===== config.mk =====
export PLATFORM = sky130hd
export DESIGN_NAME = ch3_reg_d_cc_ctl
export DESIGN_NICKNAME = d
export VERILOG_FILES = /design/src/hdl/tmr_cc_pkg.sv /design/src/hdl/pin_edge_sync.sv /design/src/hdl/ch3_reg_d_cc_ctl.sv
export SDC_FILE = /design/constraint.sdc
export NUM_CORES = 1
export LEC_CHECK = 0
export ABC_AREA = 1
export BUFFER_PORTS_ARGS = -buffer_cell sky130_fd_sc_hd__buf_2
export CAP_MARGIN = 20
export CORE_UTILIZATION = 35
export DETAILED_ROUTE_END_ITERATION = 10
export GPL_TIMING_DRIVEN = 0
export HOLD_SLACK_MARGIN = 0.12
export PLACE_DENSITY = 0.65
export SETUP_SLACK_MARGIN = 0.02
export SLEW_MARGIN = 10
export SYNTH_ARGS = -nofsm -noshare
export SYNTH_HDL_FRONTEND = slang
export SYNTH_HIERARCHICAL = 1
export SYNTH_SLANG_ARGS = --single-unit
export TNS_END_PERCENT = 30

===== constraint.sdc =====
create_clock -name clk_sys -period 1.95 [get_ports clk_sys]
set_input_delay 0.0975 -clock clk_sys [delete_from_list [all_inputs] [get_ports clk_sys]]
set_output_delay 0.0975 -clock clk_sys [all_outputs]
set_load 0.05 [all_outputs]

===== src/hdl/tmr_cc_pkg.sv =====
// shared constants and carriers for the channel 3 register d capture/compare control
// assumes a single clk_sys domain at 100 MHz with asynchronous active-high reset
package tmr_cc_pkg;

    localparam int          COUNTER_W          = 16;
    localparam logic [3:0]  IO_CTRL_RESET      = 4'h0;
    localparam logic [2:0]  PRESCALE_UNDIVIDED = 3'h0;
    localparam logic [15:0] GENREG_RESET       = 16'hffff;
    localparam logic        PIN_RESET          = 1'b0;
    localparam int          SYNC_STAGES        = 3;

    // what the pin does on a compare match
    typedef enum logic [1:0]
    {
        MATCH_NONE   = 2'h0,
        MATCH_LOW    = 2'h1,
        MATCH_HIGH   = 2'h2,
        MATCH_TOGGLE = 2'h3
    } match_act_t;

    // decoded role of the io control field
    typedef struct packed
    {
        logic       compareOn;
        logic       initLevel;
        match_act_t matchAct;
        logic       captureOn;
        logic       capRise;
        logic       capFall;
        logic       capCounter;
    } io_role_t;

    // channel 4 counter count events
    typedef struct packed
    {
        logic countUp;
        logic countDown;
    } ch4_count_t;

endpackage : tmr_cc_pkg


===== src/hdl/pin_edge_sync.sv =====
// three-stage synchroniser for the capture/compare pin with edge detection
// assumes the pin is asynchronous to clk_sys; stage one feeds only stage two
`timescale 1ns/1ps
module pin_edge_sync
(
    input  wire logic clk_sys,
    input  wire logic reset,
    input  wire logic clkEn,
    input  wire logic pinIn,
    output logic      riseSeen,
    output logic      fallSeen
);
    logic [tmr_cc_pkg::SYNC_STAGES-1:0] stage;
    logic [tmr_cc_pkg::SYNC_STAGES-1:0] next_stage;
    logic                               level;
    logic                               next_level;
    logic                               agree;

    // shift the pin through the chain; accept a level once stages two and three agree
    always_comb
    begin
        next_stage = {stage[tmr_cc_pkg::SYNC_STAGES-2:0], pinIn};
        agree      = stage[1] == stage[2];
        next_level = agree ? stage[2] : level;
    end

    always_ff @(posedge clk_sys or posedge reset)
    begin
        if (reset)
        begin
            stage <= '0;
            level <= 1'b0;
        end
        else if (clkEn)
        begin
            stage <= next_stage;
            level <= next_level;
        end
    end

    // an edge counts once stages two and three agree on a level other than the accepted one
    assign riseSeen = clkEn & agree & stage[2] & ~level;
    assign fallSeen = clkEn & agree & ~stage[2] & level;

endmodule : pin_edge_sync


===== src/hdl/ch3_reg_d_cc_ctl.sv =====
// capture/compare control for the fourth general register of timer channel 3
// assumes counter and count events come from logic on clk_sys; the pin is asynchronous
`timescale 1ns/1ps
// What this block does
// RL1 - Codes 0000/0100 disable the pin, 0001-0011 start low then drive 0/1/toggle, 0101/0110 start high then drive 0/1.
// RL2 - Code 0111 is output compare starting high and toggling on each match.
// RL3 - Code 1000 captures on a rising pin edge.
// RL4 - Code 1001 captures on a falling pin edge.
// RL5 - Code 101x captures on both pin edges.
// RL6 - Code 11xx captures on each channel 4 count-up or count-down.
// RL7 - With channel 4 prescaler select at 000 no channel 4 sourced capture occurs.
// RL8 - With buffer mode set, neither capture nor compare happens.
// RL9 - A valid capture copies the channel 3 counter into the register in the trigger cycle.
module ch3_reg_d_cc_ctl
#(
    parameter int COUNTER_W = tmr_cc_pkg::COUNTER_W
)
(
    input  wire logic                   clk_sys,
    input  wire logic                   reset,
    input  wire logic                   clkEn,
    input  wire logic [3:0]             reg_d_io_control_field,
    input  wire logic                   reg_d_buffer_mode,
    input  wire logic [2:0]             ch4_prescaler_select,
    input  wire tmr_cc_pkg::ch4_count_t ch4CountEvt,
    input  wire logic [COUNTER_W-1:0]   ch3Counter,
    input  wire logic                   compareMatch,
    input  wire logic                   regWrite,
    input  wire logic [COUNTER_W-1:0]   regWriteData,
    input  wire logic                   ch3_capture_compare_pin_d_in,
    output logic                        ch3_capture_compare_pin_d_out,
    output logic                        ch3_capture_compare_pin_d_oe_n,
    output logic [COUNTER_W-1:0]        ch3_general_register_d,
    output logic                        captureEvent
);
    tmr_cc_pkg::io_role_t role;
    logic                 riseSeen;
    logic                 fallSeen;
    logic                 capTrig;
    logic [3:0]           ioPrev;
    logic                 bufPrev;
    logic                 next_pinOut;
    logic                 next_pinOeN;
    logic [COUNTER_W-1:0] next_genReg;
    logic                 next_capEvt;

    // pin synchroniser and edge finder
    pin_edge_sync u_sync
    (
        .clk_sys  (clk_sys),
        .reset    (reset),
        .clkEn    (clkEn),
        .pinIn    (ch3_capture_compare_pin_d_in),
        .riseSeen (riseSeen),
        .fallSeen (fallSeen)
    );

    // decode the io control field into a role
    always_comb
    begin
        role = '0;
        role.matchAct = tmr_cc_pkg::MATCH_NONE;
        unique case (reg_d_io_control_field[3:2])
            2'h0, 2'h1:
            begin
                // RL1 compare code table
                role.compareOn = reg_d_io_control_field[1:0] != 2'h0;
                role.initLevel = reg_d_io_control_field[2];
                role.matchAct  = tmr_cc_pkg::match_act_t'(reg_d_io_control_field[1:0]);
                // RL2 start high toggle
                if (reg_d_io_control_field == 4'h7)
                    role.matchAct = tmr_cc_pkg::MATCH_TOGGLE;
            end
            2'h2:
            begin
                role.captureOn = 1'b1;
                // RL3 rising edge
                role.capRise   = ~reg_d_io_control_field[1] & ~reg_d_io_control_field[0]
                                 | reg_d_io_control_field[1];
                // RL4 RL5 falling and both
                role.capFall   = reg_d_io_control_field[0] | reg_d_io_control_field[1];
            end
            2'h3:
            begin
                // RL6 counter source
                role.captureOn  = 1'b1;
                role.capCounter = 1'b1;
            end
        endcase
    end

    // capture trigger gated by buffer mode and undivided clock
    always_comb
    begin
        capTrig = 1'b0;
        if (role.captureOn && !reg_d_buffer_mode)
        begin
            if (role.capCounter)
                // RL7 undivided prescaler blocks
                capTrig = clkEn && (ch4_prescaler_select != tmr_cc_pkg::PRESCALE_UNDIVIDED)
                          && (ch4CountEvt.countUp || ch4CountEvt.countDown);
            else
                capTrig = (role.capRise && riseSeen) || (role.capFall && fallSeen);
        end
    end

    // next pin, register and event values
    always_comb
    begin
        next_pinOut = ch3_capture_compare_pin_d_out;
        next_pinOeN = 1'b1;
        next_genReg = ch3_general_register_d;
        next_capEvt = 1'b0;
        // RL8 buffer mode idles the pin
        if (role.compareOn && !reg_d_buffer_mode)
        begin
            next_pinOeN = 1'b0;
            if (ioPrev != reg_d_io_control_field || bufPrev)
                next_pinOut = role.initLevel;  // initial level on new setting
            else if (compareMatch)
            begin
                unique case (role.matchAct)
                    tmr_cc_pkg::MATCH_LOW:    next_pinOut = 1'b0;
                    tmr_cc_pkg::MATCH_HIGH:   next_pinOut = 1'b1;
                    tmr_cc_pkg::MATCH_TOGGLE: next_pinOut = ~ch3_capture_compare_pin_d_out;
                    tmr_cc_pkg::MATCH_NONE:   next_pinOut = ch3_capture_compare_pin_d_out;
                endcase
            end
        end
        if (regWrite)
            next_genReg = regWriteData;
        // RL9 capture wins over write
        if (capTrig)
        begin
            next_genReg = ch3Counter;
            next_capEvt = 1'b1;
        end
    end

    always_ff @(posedge clk_sys or posedge reset)
    begin
        if (reset)
        begin
            ch3_capture_compare_pin_d_out  <= tmr_cc_pkg::PIN_RESET;
            ch3_capture_compare_pin_d_oe_n <= 1'b1;
            ch3_general_register_d         <= COUNTER_W'(tmr_cc_pkg::GENREG_RESET);
            captureEvent                   <= 1'b0;
            ioPrev                         <= tmr_cc_pkg::IO_CTRL_RESET;
            bufPrev                        <= 1'b0;
        end
        else if (clkEn)
        begin
            ch3_capture_compare_pin_d_out  <= next_pinOut;
            ch3_capture_compare_pin_d_oe_n <= next_pinOeN;
            ch3_general_register_d         <= next_genReg;
            captureEvent                   <= next_capEvt;
            ioPrev                         <= reg_d_io_control_field;
            bufPrev                        <= reg_d_buffer_mode;
        end
    end
endmodule : ch3_reg_d_cc_ctl


==> results of run 1 <==
[cell usage after synthesis]
master     n
buf_2      4
nand2_2    1
o21ai_0    9
nor3_1     1
nand2_4    1
buf_4      1
nand4_1   17
mux2_4     1
xnor2_1    1
nand4_4    1
a31oi_1    1
nand3_1   19
buf_6      2
nor2_4     1
dfstp_2   17
nand2_1   98
clkbuf_1   2
nand3_2    2
nor2_1    13
inv_1     13
o21ai_1    1
dfrtp_1   11
inv_2      2
[area by class of cell]
cell class / count / area [sq um]
fill: 432 / 2110
multi-input combinational: 167 / 781
sequential: 28 / 722
timing repair buffer: 87 / 541
tap: 52 / 65.1
buffer: 9 / 57.6
inverter: 15 / 56.3
clock buffer: 4 / 55.1
[tightest hold or removal path, stage by stage]
cell     delay, ns
buf_2         0.15
nand2_1       0.06
o21ai_0       0.06
[where the power goes]
part / internal [W] / total [W] / switching [W]
clock: 0.000181 / 0.000362 / 0.000182
combinational: 0.000186 / 0.000597 / 0.000411
sequential: 0.000697 / 0.000742 / 0.0000449
total: 0.00106 / 0.00170 / 0.000637
[cell families (layout without fill, tap and decap cells)]
kind of cell	after synthesis	after routing	share of synthesized area (%)
XOR/XNOR	1	1	0.544
multiplexers	1	1	0.933
flip-flops	28	28	44.9
AND/OR/NAND/NOR	154	154	43.1
AO/OA/AOI/OAI	11	11	3.50
buffers and inverters	24	115	7.08
[path summary, 6_finish.rpt]
| check | slack (ns) | cells after the start | endpoint | startpoint |
|---|---|---|---|---|
| min reg2reg | 0.49 | 2 | ch3_general_register_d[6]$_DFFE_PP1P_ | ch3_general_register_d[6]$_DFFE_PP1P_ |
| min | 0.13 | 3 | ioPrev[1]$_DFFE_PP0P_ | reg_d_io_control_field[1] |
| min in group asynchronous | 0.25 | 3 | u_sync/level$_DFFE_PP0N_ | reset |
| max in group asynchronous | 0.84 | 3 | ioPrev[0]$_DFFE_PP0P_ | reset |
| max reg2reg | 0.26 | 11 | ch3_general_register_d[3]$_DFFE_PP1P_ | u_sync/stage[2]$_DFFE_PP0P_ |
| max | 0.26 | 11 | ch3_general_register_d[3]$_DFFE_PP1P_ | u_sync/stage[2]$_DFFE_PP0P_ |
[registers in the layout, indices dropped and copies added, names as in the netlist]
name and count:
captureEvent 1, ch3_general_register_d 16, ch3_capture_compare_pin_d_out 1, ioPrev 4, u_sync/stage 3, ch3_capture_compare_pin_d_oe_n 1, bufPrev 1, u_sync/level 1
[per-stage QoR]
stage               instance area (sq um)  power (W)  setup WS (ns)
finish                               2280    0.00170          0.256
CTS                                  2270    0.00172          0.207
global route                         2280    0.00180         0.0541
global placement                     2000    0.00131          0.273
detailed placement                   2000    0.00132          0.231
floorplan                            1610    0.00116          0.517
[routing by layer]
layer / up-vias / global-route usage [%] / share of wire (%)
li1: 889 / - / -
met1: 787 / 23.8 / 44
met2: 45 / 33.1 / 51
met3: 8 / 2.47 / 3.5
met4: 0 / 6.89 / 2.0
met5: - / 0 / 0
[what timing repair did]
action                                 CTS  global route
gates resized for setup                  0             1
setup endpoints to repair                0            10
hold buffers                            21             0
endpoints found under the hold margin   31             0
==> key figures, run 1 <==
Timing
  • Worst Hold Slack: 0.128 ns
  • Worst slew margin: 40.4%
  • Slew at the pin closest to its max-slew limit: 0.893 ns
  • Number of max-slew violations in the final report: 0
  • Minimum period implied by the final worst setup slack: 1.69 ns
  • Ratio of final minimum period to clock period: 86.9%
  • Max Fclk: 590 MHz
  • Setup TNS: 0 ns
  • Unrepaired setup endpoints after global routing: false
  • Final setup violation count: 0
  • Number of endpoints with negative hold slack in the final report: 0
  • Final clock skew: 0.00287 ns

Floorplan
  • IO Count: 67
  • Y dimension of the die: 69.8 um
  • Initial core utilization: 36.7%
  • Area of the core region: 4380 sq um
  • # rows: 24
  • Die Width: 69.8 um
  • Floorplan die area: 4870 sq um

Logic synthesis
  • Synthesis Warnings: 6
  • Synth Instances: 219
  • Area fraction of the dominant cell type after synthesis: 27.8%
  • Mapped Nets: 267
  • Post-synthesis sequential area ratio: 44.9%
  • Average size of a mapped cell: 7.35 sq um
  • Main area contributors after synthesis: dfstp_2 28%, nand2_1 23%, dfrtp_1 17%
  • Netlist area before placement: 1610 sq um
  • Synth unique cells: 23
  • Register bit total from synthesis: 28
  • Cell type contributing the most total cell area after synthesis: dfstp_2

Place
  • Final GP Congestion: 0.773
  • DP Wirelength: 3.04 mm
  • Number of input and output port buffers inserted: 66
  • Placed cell count: 337

Power and ir drop
  • Pwr/cell area: 747 nW/um^2
  • Leakage Power: 1.24 nW
  • Max VDD drop: 0.000340 V

Worst setup path
  • WP data arrival: 1.90 ns
  • CP Class: reg -> reg
  • Data required time of the worst path: 2.16 ns
  • CP Buf/Inv Count: 2
  • CP startpoint kind: flip-flop
  • Cell repeated most along the worst path: nand2_1
  • Cells traversed along the worst timing path: inv_1, nand2_1, nand2_1, nor2_1, o21ai_1, nand3_4, nand4_4, nand2_2, buf_6, nand2_1, nand2_1
  • Worst path max stage delay: 0.41 ns
  • Kind of end point of the critical path: flip-flop
  • Slowest stage cell on the critical path: dfrtp_1
  • Worst Path Max Fanout: 10
  • Cell family with most CP delay: simple AND/OR/NAND/NOR gates

Worst hold path
  • Class of the worst hold path: in -> reg

CTS
  • Clock tree from TritonCTS: yes
  • Number of CTS-inserted buffers: 3
  • Buffer depth of the longest clock path: 2
  • H-tree level count: 1
  • CTS clock-pin slew for the worst setup and hold paths: 0.10 ns
  • Clock latency of the later-clocked register in the worst-skew pair: 0.27 ns
  • Clock root cell: clkbuf_8
  • Post-CTS Repair Setup Buffers: 0
  • TritonCTS Sinks: 28

Routing
  • Wire length after detailed routing: 4.35 mm
  • Final routed wire length divided by cell count: 12.0 um
  • Remaining design rule violation count: 0
  • Number of nets still failing antenna checks after routing: 0
  • Drt initial violations: 53
  • Initial DRT Pass Iterations: 4
  • Total vias in the final route: 1729
  • Vias per Instance: 4.78

Final layout
  • Share of layout cells above drive strength 1: 33.2%
  • Number of nets in the finished design: 359
  • Commonest non-fill, non-tap cells in the layout: 98 x nand2_1, 70 x buf_2, 21 x dlygate4sd3_1
  • Most common cell after layout, fill and taps aside: nand2_1
  • Diode insertion count for antenna repair: 0
  • Final cell count without fillers: 362
  • Area growth from synthesis to layout: 41.5%
  • Final Core Density: 51.9%

Global route
  • Combined global-route utilization of all metal layers: 19.0%
  • Largest net degree at the start of global routing: 25
  • Overall overflow remaining after global route: 0
  • Wire length of the first global-routing pass: 7.59 mm
  • Vias in the first global route: 1757
  • Initial antenna violation count: 0

Run
  • Max-cap check violation count: 0

Status
  • Status: finished clean
No activity file was read; power rests on OpenSTA's default activity.
==> inputs of run 2 (changes only) <==
--- a/config.mk
+++ b/config.mk
@@ -8,11 +8,13 @@
 export ABC_AREA = 1
 export BUFFER_PORTS_ARGS = -buffer_cell sky130_fd_sc_hd__buf_2
 export CAP_MARGIN = 20
+export CELL_PAD_IN_SITES_DETAIL_PLACEMENT = 0
+export CELL_PAD_IN_SITES_GLOBAL_PLACEMENT = 1
 export CORE_UTILIZATION = 35
 export DETAILED_ROUTE_END_ITERATION = 10
 export GPL_TIMING_DRIVEN = 0
 export HOLD_SLACK_MARGIN = 0.12
-export PLACE_DENSITY = 0.65
+export PLACE_DENSITY = 0.88
 export SETUP_SLACK_MARGIN = 0.02
 export SLEW_MARGIN = 10
 export SYNTH_ARGS = -nofsm -noshare
==> constraint.sdc (replaced) <==
create_clock -name clk_sys -period 2.15 [get_ports clk_sys]
set_input_delay 0.1075 -clock clk_sys [delete_from_list [all_inputs] [get_ports clk_sys]]
set_output_delay 0.1075 -clock clk_sys [all_outputs]
set_load 0.05 [all_outputs]
==> key figures, run 2 (synthesis results as in run 1) <==
Status
  • Status: finished clean

Worst setup path
  • Data required time of the worst path: 2.37 ns (+0.21 ns)
  • WP data arrival: 1.91 ns (about the same)
  • CP startpoint kind: flip-flop
  • Worst Reg2Reg Path Length in Cells: 10 (-1)
  • CP Class: reg -> reg
  • Worst Path Max Fanout: 10 (unchanged)
  • Kind of end point of the critical path: flip-flop

CTS
  • H-tree level count: 1 (unchanged)
  • TritonCTS Sinks: 28 (unchanged)
  • Clock root cell: clkbuf_8
  • CTS clock-pin slew for the worst setup and hold paths: 0.10 ns (about the same)
  • Number of CTS-inserted buffers: 3 (unchanged)
  • Resize count post-CTS: 0 (unchanged)
  • Clock tree from TritonCTS: yes
  • Clock latency of the later-clocked register in the worst-skew pair: 0.28 ns (about the same)
  • Buffer depth of the longest clock path: 2 (unchanged)

Timing
  • Ratio of final minimum period to clock period: 78.5% (-8.3 points)
  • Slew at the pin closest to its max-slew limit: 0.901 ns (+0.00845 ns)
  • Minimum period implied by the final worst setup slack: 1.69 ns (-0.00567 ns)
  • Number of endpoints with negative hold slack in the final report: 0 (unchanged)
  • Worst slew margin: 39.9% (-0.56 points)
  • Max Fclk: 592 MHz (+0.34%)
  • Setup TNS: 0 ns (unchanged)
  • Unrepaired setup endpoints after global routing: false
  • Number of max-slew violations in the final report: 0 (unchanged)
  • Final clock skew: 0.00703 ns (+0.00416 ns)
  • Final setup violation count: 0 (unchanged)
  • Worst Hold Slack: 0.130 ns (+0.00230 ns)

Routing
  • Vias per Instance: 4.63 (-3.1%)
  • Number of nets still failing antenna checks after routing: 0 (unchanged)
  • Met2 wirelength from detailed routing: 2.05 mm (-6.6%)
  • Initial DRT Pass Iterations: 4 (unchanged)
  • Detailed-route wire length on metal 1: 2.01 mm (+5.2%)
  • Remaining design rule violation count: 0 (unchanged)
  • Wire length after detailed routing: 4.26 mm (-1.9%)
  • Final routed wire length divided by cell count: 11.7 um (-2.2%)
  • Total vias in the final route: 1680 (-2.8%)
  • Metal3 WL: 147 um (-2.0%)
  • Drt initial violations: 65 (+23%)
  • Top metal layer carrying routed signals: met4

Place
  • DP Wirelength: 2.95 mm (-3.0%)
  • Final GP Congestion: 0.815 (+5.4%)
  • Number of input and output port buffers inserted: 66 (unchanged)

Power and ir drop
  • Pwr/cell area: 679 nW/um^2 (-9.2%)
  • Leakage Power: 1.24 nW (+0.25%)
  • Max VDD drop: 0.000283 V (-17%)

Final layout
  • Diode insertion count for antenna repair: 0 (unchanged)
  • Flip-flop count of the largest register after layout: 16 (unchanged)
  • Fill cell instance count of the final layout: 447 (+3.5%)
  • Share of layout cells above drive strength 1: 33.1% (-0.11 points)
  • Largest registers in the final layout: ch3_general_register_d x16, ioPrev x4, u_sync/stage x3
  • Register bank with the most flops: ch3_general_register_d
  • Area taken by flip-flops and latches: 722 sq um (unchanged)
  • Number of nets in the finished design: 360 (+0.28%)
  • Final Core Density: 52.0% (+0.057 points)
  • Most common cell after layout, fill and taps aside: nand2_1
  • Area growth from synthesis to layout: 41.7%
  • Multi-input gate area in the final layout: 773 sq um (-0.96%)
  • Commonest non-fill, non-tap cells in the layout: 98 x nand2_1, 70 x buf_2, 22 x dlygate4sd3_1

Worst hold path
  • Worst hold stages: 5 (+2)
  • Class of the worst hold path: in -> reg

Floorplan
  • Y dimension of the die: 69.8 um (unchanged)
  • Initial core utilization: 36.7% (unchanged)
  • # rows: 24 (unchanged)
  • Die Width: 69.8 um (unchanged)
  • Floorplan die area: 4870 sq um (unchanged)
  • IO Count: 67 (unchanged)
  • Area of the core region: 4380 sq um (unchanged)

Global route
  • Overall overflow remaining after global route: 0 (unchanged)
  • Combined global-route utilization of all metal layers: 18.2% (-0.76 points)
  • Largest net degree at the start of global routing: 25 (unchanged)
  • Wire length of the first global-routing pass: 7.07 mm (-6.8%)
  • Initial antenna violation count: 0 (unchanged)
  • Vias in the first global route: 1561 (-11%)

Run
  • Max-cap check violation count: 0 (unchanged)
==> run 2: cell count changes in the layout (fill, tap and decap cells not counted) <==
cell / previous run / this run
dlygate4sd3_1: 21 / 22
nand3_2: 1 / 2
nand3_4: 1 / 0
==> run 2: final timing paths <==
kind / startpoint / end / slack, ns
hold reg to reg: ch3_general_register_d[4]$_DFFE_PP1P_ / ch3_general_register_d[4]$_DFFE_PP1P_ / 0.49
setup / recovery: u_sync/stage[2]$_DFFE_PP0P_ / ch3_general_register_d[5]$_DFFE_PP1P_ / 0.46
max in group asynchronous: reset / captureEvent$_DFFE_PP0P_ / 1.03
setup reg to reg: u_sync/stage[2]$_DFFE_PP0P_ / ch3_general_register_d[5]$_DFFE_PP1P_ / 0.46
min in group asynchronous: reset / u_sync/level$_DFFE_PP0N_ / 0.25
hold / removal: ch3Counter[11] / ch3_general_register_d[11]$_DFFE_PP1P_ / 0.13
==> run 2: power by group <==
part           internal [W]  switching (W)  leakage [nW]
Clock              0.000164       0.000171        0.0288
Combinational      0.000169       0.000368         0.897
Sequential         0.000633      0.0000419         0.315
==> run 2: critical path, stage by stage, from the launching register on <==
cell and delay, ns:
dfrtp_1 0.40, inv_1 0.10, nand2_1 0.07, nand2_1 0.06
nor2_1 0.04, o21ai_1 0.08, nand3_2 0.22, nand4_4 0.23
buf_2 0.25, nand3_1 0.10, nand2_1 0.09
==> run 2: repair_timing <==
action                    CTS  global route
hold endpoints to repair   32             0
hold buffers               22             0
setup buffers               0             0
==> run 2: final cells by class <==
class                           instances  share of cell area [%]
Sequential cell                        28                    31.7
Tap cell                               52                    2.85
Clock buffer                            4                    2.41
Timing Repair Buffer                   88                    24.1
Multi-Input combinational cell        167                    33.9
Buffer                                  9                    2.52
Inverter                               15                    2.47
==> run 2: stage by stage <==
stage               setup slack [ns]  total power [W]  cell area (sq um)  cells
floorplan                      0.717          0.00105               1610    219
global placement               0.489          0.00119               2000    337
detailed placement             0.470          0.00119               2000    337
CTS                            0.446          0.00156               2280    363
global route                   0.245          0.00164               2280    363
finish                         0.462          0.00155               2280    363
==> run 2: routing by layer <==
metal  vias up  track usage [%]
met1       748             23.9
met3         4             2.33
met4         0             6.89
met2        39             30.4
met5         -                0
li1        889                -
==> inputs of run 3 (changes only) <==
--- a/config.mk
+++ b/config.mk
@@ -5,16 +5,16 @@
 export SDC_FILE = /design/constraint.sdc
 export NUM_CORES = 1
 export LEC_CHECK = 0
-export ABC_AREA = 1
+export ABC_AREA = 0
 export BUFFER_PORTS_ARGS = -buffer_cell sky130_fd_sc_hd__buf_2
 export CAP_MARGIN = 20
 export CELL_PAD_IN_SITES_DETAIL_PLACEMENT = 0
 export CELL_PAD_IN_SITES_GLOBAL_PLACEMENT = 1
-export CORE_UTILIZATION = 35
+export CORE_UTILIZATION = 32
 export DETAILED_ROUTE_END_ITERATION = 10
 export GPL_TIMING_DRIVEN = 0
 export HOLD_SLACK_MARGIN = 0.12
-export PLACE_DENSITY = 0.88
+export PLACE_DENSITY = 0.79
 export SETUP_SLACK_MARGIN = 0.02
 export SLEW_MARGIN = 10
 export SYNTH_ARGS = -nofsm -noshare
==> constraint.sdc (replaced) <==
create_clock -name clk_sys -period 1.35 [get_ports clk_sys]
set_input_delay 0.0675 -clock clk_sys [delete_from_list [all_inputs] [get_ports clk_sys]]
set_output_delay 0.0675 -clock clk_sys [all_outputs]
set_load 0.05 [all_outputs]
==> key figures, run 3 <==
Status
  • Violations in the final reports: setup timing
  • Status: finished with violations

Final layout
  • Number of nets in the finished design: 319 (-11%)
  • Register bank with the most flops: ch3_general_register_d
  • Final Core Density: 56.0% (+4.0 points)
  • Area growth from synthesis to layout: 64.6%
  • Largest registers in the final layout: ch3_general_register_d x16, ioPrev x4, u_sync/stage x3
  • Most common cell after layout, fill and taps aside: buf_2
  • Diode insertion count for antenna repair: 0 (unchanged)
  • Flip-flop count of the largest register after layout: 16 (unchanged)
  • Area taken by flip-flops and latches: 722 sq um (unchanged)
  • Commonest non-fill, non-tap cells in the layout: 68 x buf_2, 41 x dlygate4sd3_1, 17 x dfstp_2
  • Multi-input gate area in the final layout: 931 sq um (+20%)
  • Share of layout cells above drive strength 1: 51.5% (+18 points)
  • Fill cell instance count of the final layout: 456 (+2.0%)

Logic synthesis
  • Post-synthesis async set-or-reset flop share: 100% (unchanged)
  • Synthesis Warnings: 6 (unchanged)
  • Commonest cells in the synthesized netlist: 19 x o21ai_0, 17 x dfstp_2, 17 x nand2_1
  • Top_reg_cell synth: dfstp_2
  • Netlist area before placement: 1640 sq um (+1.8%)
  • Main area contributors after synthesis: dfstp_2 27%, dfrtp_1 17%, o2111ai_1 8.6%
  • Register bit total from synthesis: 28 (unchanged)
  • Post-synthesis sequential area ratio: 44.1% (-0.79 points)
  • Cell type contributing the most total cell area after synthesis: dfstp_2
  • Mapped Nets: 205 (-23%)
  • Synth unique cells: 36 (+57%)
  • Average size of a mapped cell: 10.4 sq um (+42%)
  • Synth Instances: 157 (-28%)
  • Area fraction of the dominant cell type after synthesis: 27.3% (-0.49 points)
  • Number of flops mapped to enable cells by yosys: 0 (unchanged)
  • Most common cell in the synthesized netlist: o21ai_0

Floorplan
  • Initial core utilization: 34.0% (-2.7 points)
  • Floorplan die area: 5410 sq um (+11%)
  • # rows: 25 (+4.2%)
  • Area of the core region: 4820 sq um (+9.9%)
  • Die Width: 73.5 um (+5.4%)
  • IO Count: 67 (unchanged)
  • Y dimension of the die: 73.5 um (+5.4%)

Global route
  • Largest net degree at the start of global routing: 25 (unchanged)
  • Overall overflow remaining after global route: 0 (unchanged)
  • Vias in the first global route: 1681 (+7.7%)
  • Wire length of the first global-routing pass: 7.51 mm (+6.3%)
  • Initial antenna violation count: 0 (unchanged)
  • Combined global-route utilization of all metal layers: 18.1% (-0.12 points)

CTS
  • Clock tree from TritonCTS: yes
  • TritonCTS Sinks: 28 (unchanged)
  • Buffer depth of the longest clock path: 2 (unchanged)
  • Clock latency of the later-clocked register in the worst-skew pair: 0.29 ns (about the same)
  • H-tree level count: 1 (unchanged)
  • Number of CTS-inserted buffers: 3 (unchanged)
  • Clock root cell: clkbuf_8
  • CTS clock-pin slew for the worst setup and hold paths: 0.09 ns (about the same)

Timing
  • Setup TNS: -4.96 ns (-4.96 ns)
  • Number of endpoints with negative hold slack in the final report: 0 (unchanged)
  • Unrepaired setup endpoints after global routing: true
  • Minimum period implied by the final worst setup slack: 1.68 ns (-0.00815 ns)
  • Final setup violation count: 18 (+18)
  • Max Fclk: 595 MHz (+0.49%)
  • Worst Slack Setup Final: -0.330 ns (-0.792 ns)
  • Ratio of final minimum period to clock period: 124% (+46 points)
  • Final clock skew: 0.0188 ns (+0.0118 ns)
  • Worst slew margin: 37.7% (-2.2 points)
  • Number of max-slew violations in the final report: 0 (unchanged)
  • Slew at the pin closest to its max-slew limit: 0.934 ns (+0.0327 ns)

Worst setup path
  • Kind of end point of the critical path: flip-flop
  • Data required time of the worst path: 1.55 ns (-0.82 ns)
  • Worst Path Max Fanout: 5 (-5)
  • CP Class: reg -> reg
  • CP startpoint kind: flip-flop
  • WP data arrival: 1.88 ns (-0.03 ns)

Place
  • Post-Place Worst Slack: -0.459 ns (-0.930 ns)
  • Number of input and output port buffers inserted: 65 (-1.5%)
  • DP Wirelength: 3.06 mm (+3.9%)
  • Final GP Congestion: 0.742 (-8.9%)

Routing
  • Number of nets still failing antenna checks after routing: 0 (unchanged)
  • Initial DRT Pass Iterations: 4 (unchanged)
  • Drt initial violations: 78 (+20%)
  • Final routed wire length divided by cell count: 14.2 um (+21%)
  • Total vias in the final route: 1666 (-0.83%)
  • Vias per Instance: 4.94 (+6.8%)
  • Wire length after detailed routing: 4.77 mm (+12%)
  • Remaining design rule violation count: 0 (unchanged)

Power and ir drop
  • Power share of the clock group: 20.8% (-0.9 points)
  • Net switching component of the power: 0.00111 W (+91%)
  • Leakage Power: 1.14 nW (-8.1%)
  • Pwr/cell area: 1070 nW/um^2 (+58%)
  • Portion of total power attributed to combinational logic: 39.9% (+5.2 points)
  • Switching part of the total: 38.5% (+0.87 points)
  • Register share of total power: 39.3% (-4.3 points)
  • Internal power: 0.00178 W (+84%)
  • Max VDD drop: 0.000739 V (+160%)

Worst hold path
  • Class of the worst hold path: in -> reg

Run
  • Max-cap check violation count: 0 (unchanged)
## run 3: path summary, 6_finish.rpt
check / slack, ns / to / from / cells after the start
min in group asynchronous: 0.22 / u_sync/level$_DFFE_PP0N_ / reset / 3
worst min register to register: 0.51 / u_sync/stage[0]$_DFFE_PP0P_ / u_sync/stage[0]$_DFFE_PP0P_ / 1
worst max-delay path: -0.33 / captureEvent$_DFFE_PP0P_ / u_sync/stage[1]$_DFFE_PP0P_ / 8
worst max register to register: -0.33 / captureEvent$_DFFE_PP0P_ / u_sync/stage[1]$_DFFE_PP0P_ / 8
max in group asynchronous: 0.23 / captureEvent$_DFFE_PP0P_ / reset / 3
worst min-delay path: 0.15 / u_sync/stage[2]$_DFFE_PP0P_ / clkEn / 3
## run 3: kinds of logic (layout without fill, tap and decap cells)
logic type	after synthesis	in the layout	synth area share, %
AO/OA/AOI/OAI	62	62	30.3
AND/OR/NAND/NOR	33	34	10.5
flip-flops	28	28	44.1
buffers and inverters	22	134	6.87
multiplexers	8	8	6.19
XOR/XNOR	4	4	2.14
## run 3: critical path, cell delays in order, from the launching register on
cell and delay, ns:
dfrtp_1 0.42, nand2_2 0.09, nor3_4 0.18, nor3_2 0.07, nor2_2 0.24, a21oi_4 0.11
nand2b_4 0.20, clkbuf_16 0.18, mux2i_4 0.12
## run 3: what timing repair did
item	in CTS	in global routing
resized for setup	6	35
hold endpoints to repair	35	0
endpoints found under the setup margin	18	18
cloned	0	2
setup buffers	2	0
pin swaps	4	24
hold buffers	41	0
## run 3: stage by stage
step | instance area [sq um] | total power, W | hold slack, ns | cells
final | 2700 | 0.00289 | 0.148 | 337
after global routing | 2700 | 0.00304 | 0.173 | 337
after CTS | 2580 | 0.00285 | 0.125 | 336
after detailed placement | 2050 | 0.00213 | -0.0342 | 289
after global placement | 2050 | 0.00211 | -0.0366 | 289
after floorplan | 1640 | 0.00187 | -0.166 | 157
## run 3: power groups by stage
stage / logic (W) / registers [W] / clock network, W
6_report: 0.00116 / 0.00114 / 0.000602
5_1_grt: 0.00123 / 0.00116 / 0.000654
4_1_cts: 0.00110 / 0.00113 / 0.000619
3_5_place_dp: 0.000984 / 0.00114 / 0
3_3_place_gp: 0.000976 / 0.00114 / 0
2_1_floorplan: 0.000349 / 0.00152 / 0
## run 3: area by class of cell
type | instances | area share (%)
Tap cell | 67 | 3.11
Multi-Input combinational cell | 108 | 34.5
Buffer | 13 | 2.97
Sequential cell | 28 | 26.8
Timing Repair Buffer | 109 | 29.0
Inverter | 8 | 1.11
Clock buffer | 4 | 2.46
## run 3: metal layers
metal,track usage (%),vias to the layer above,routed length (um)
met3,3.84,6,228
met5,0,-,0
li1,-,807,-
met2,31.3,51,2350
met1,22.9,802,2140
met4,4.49,0,48
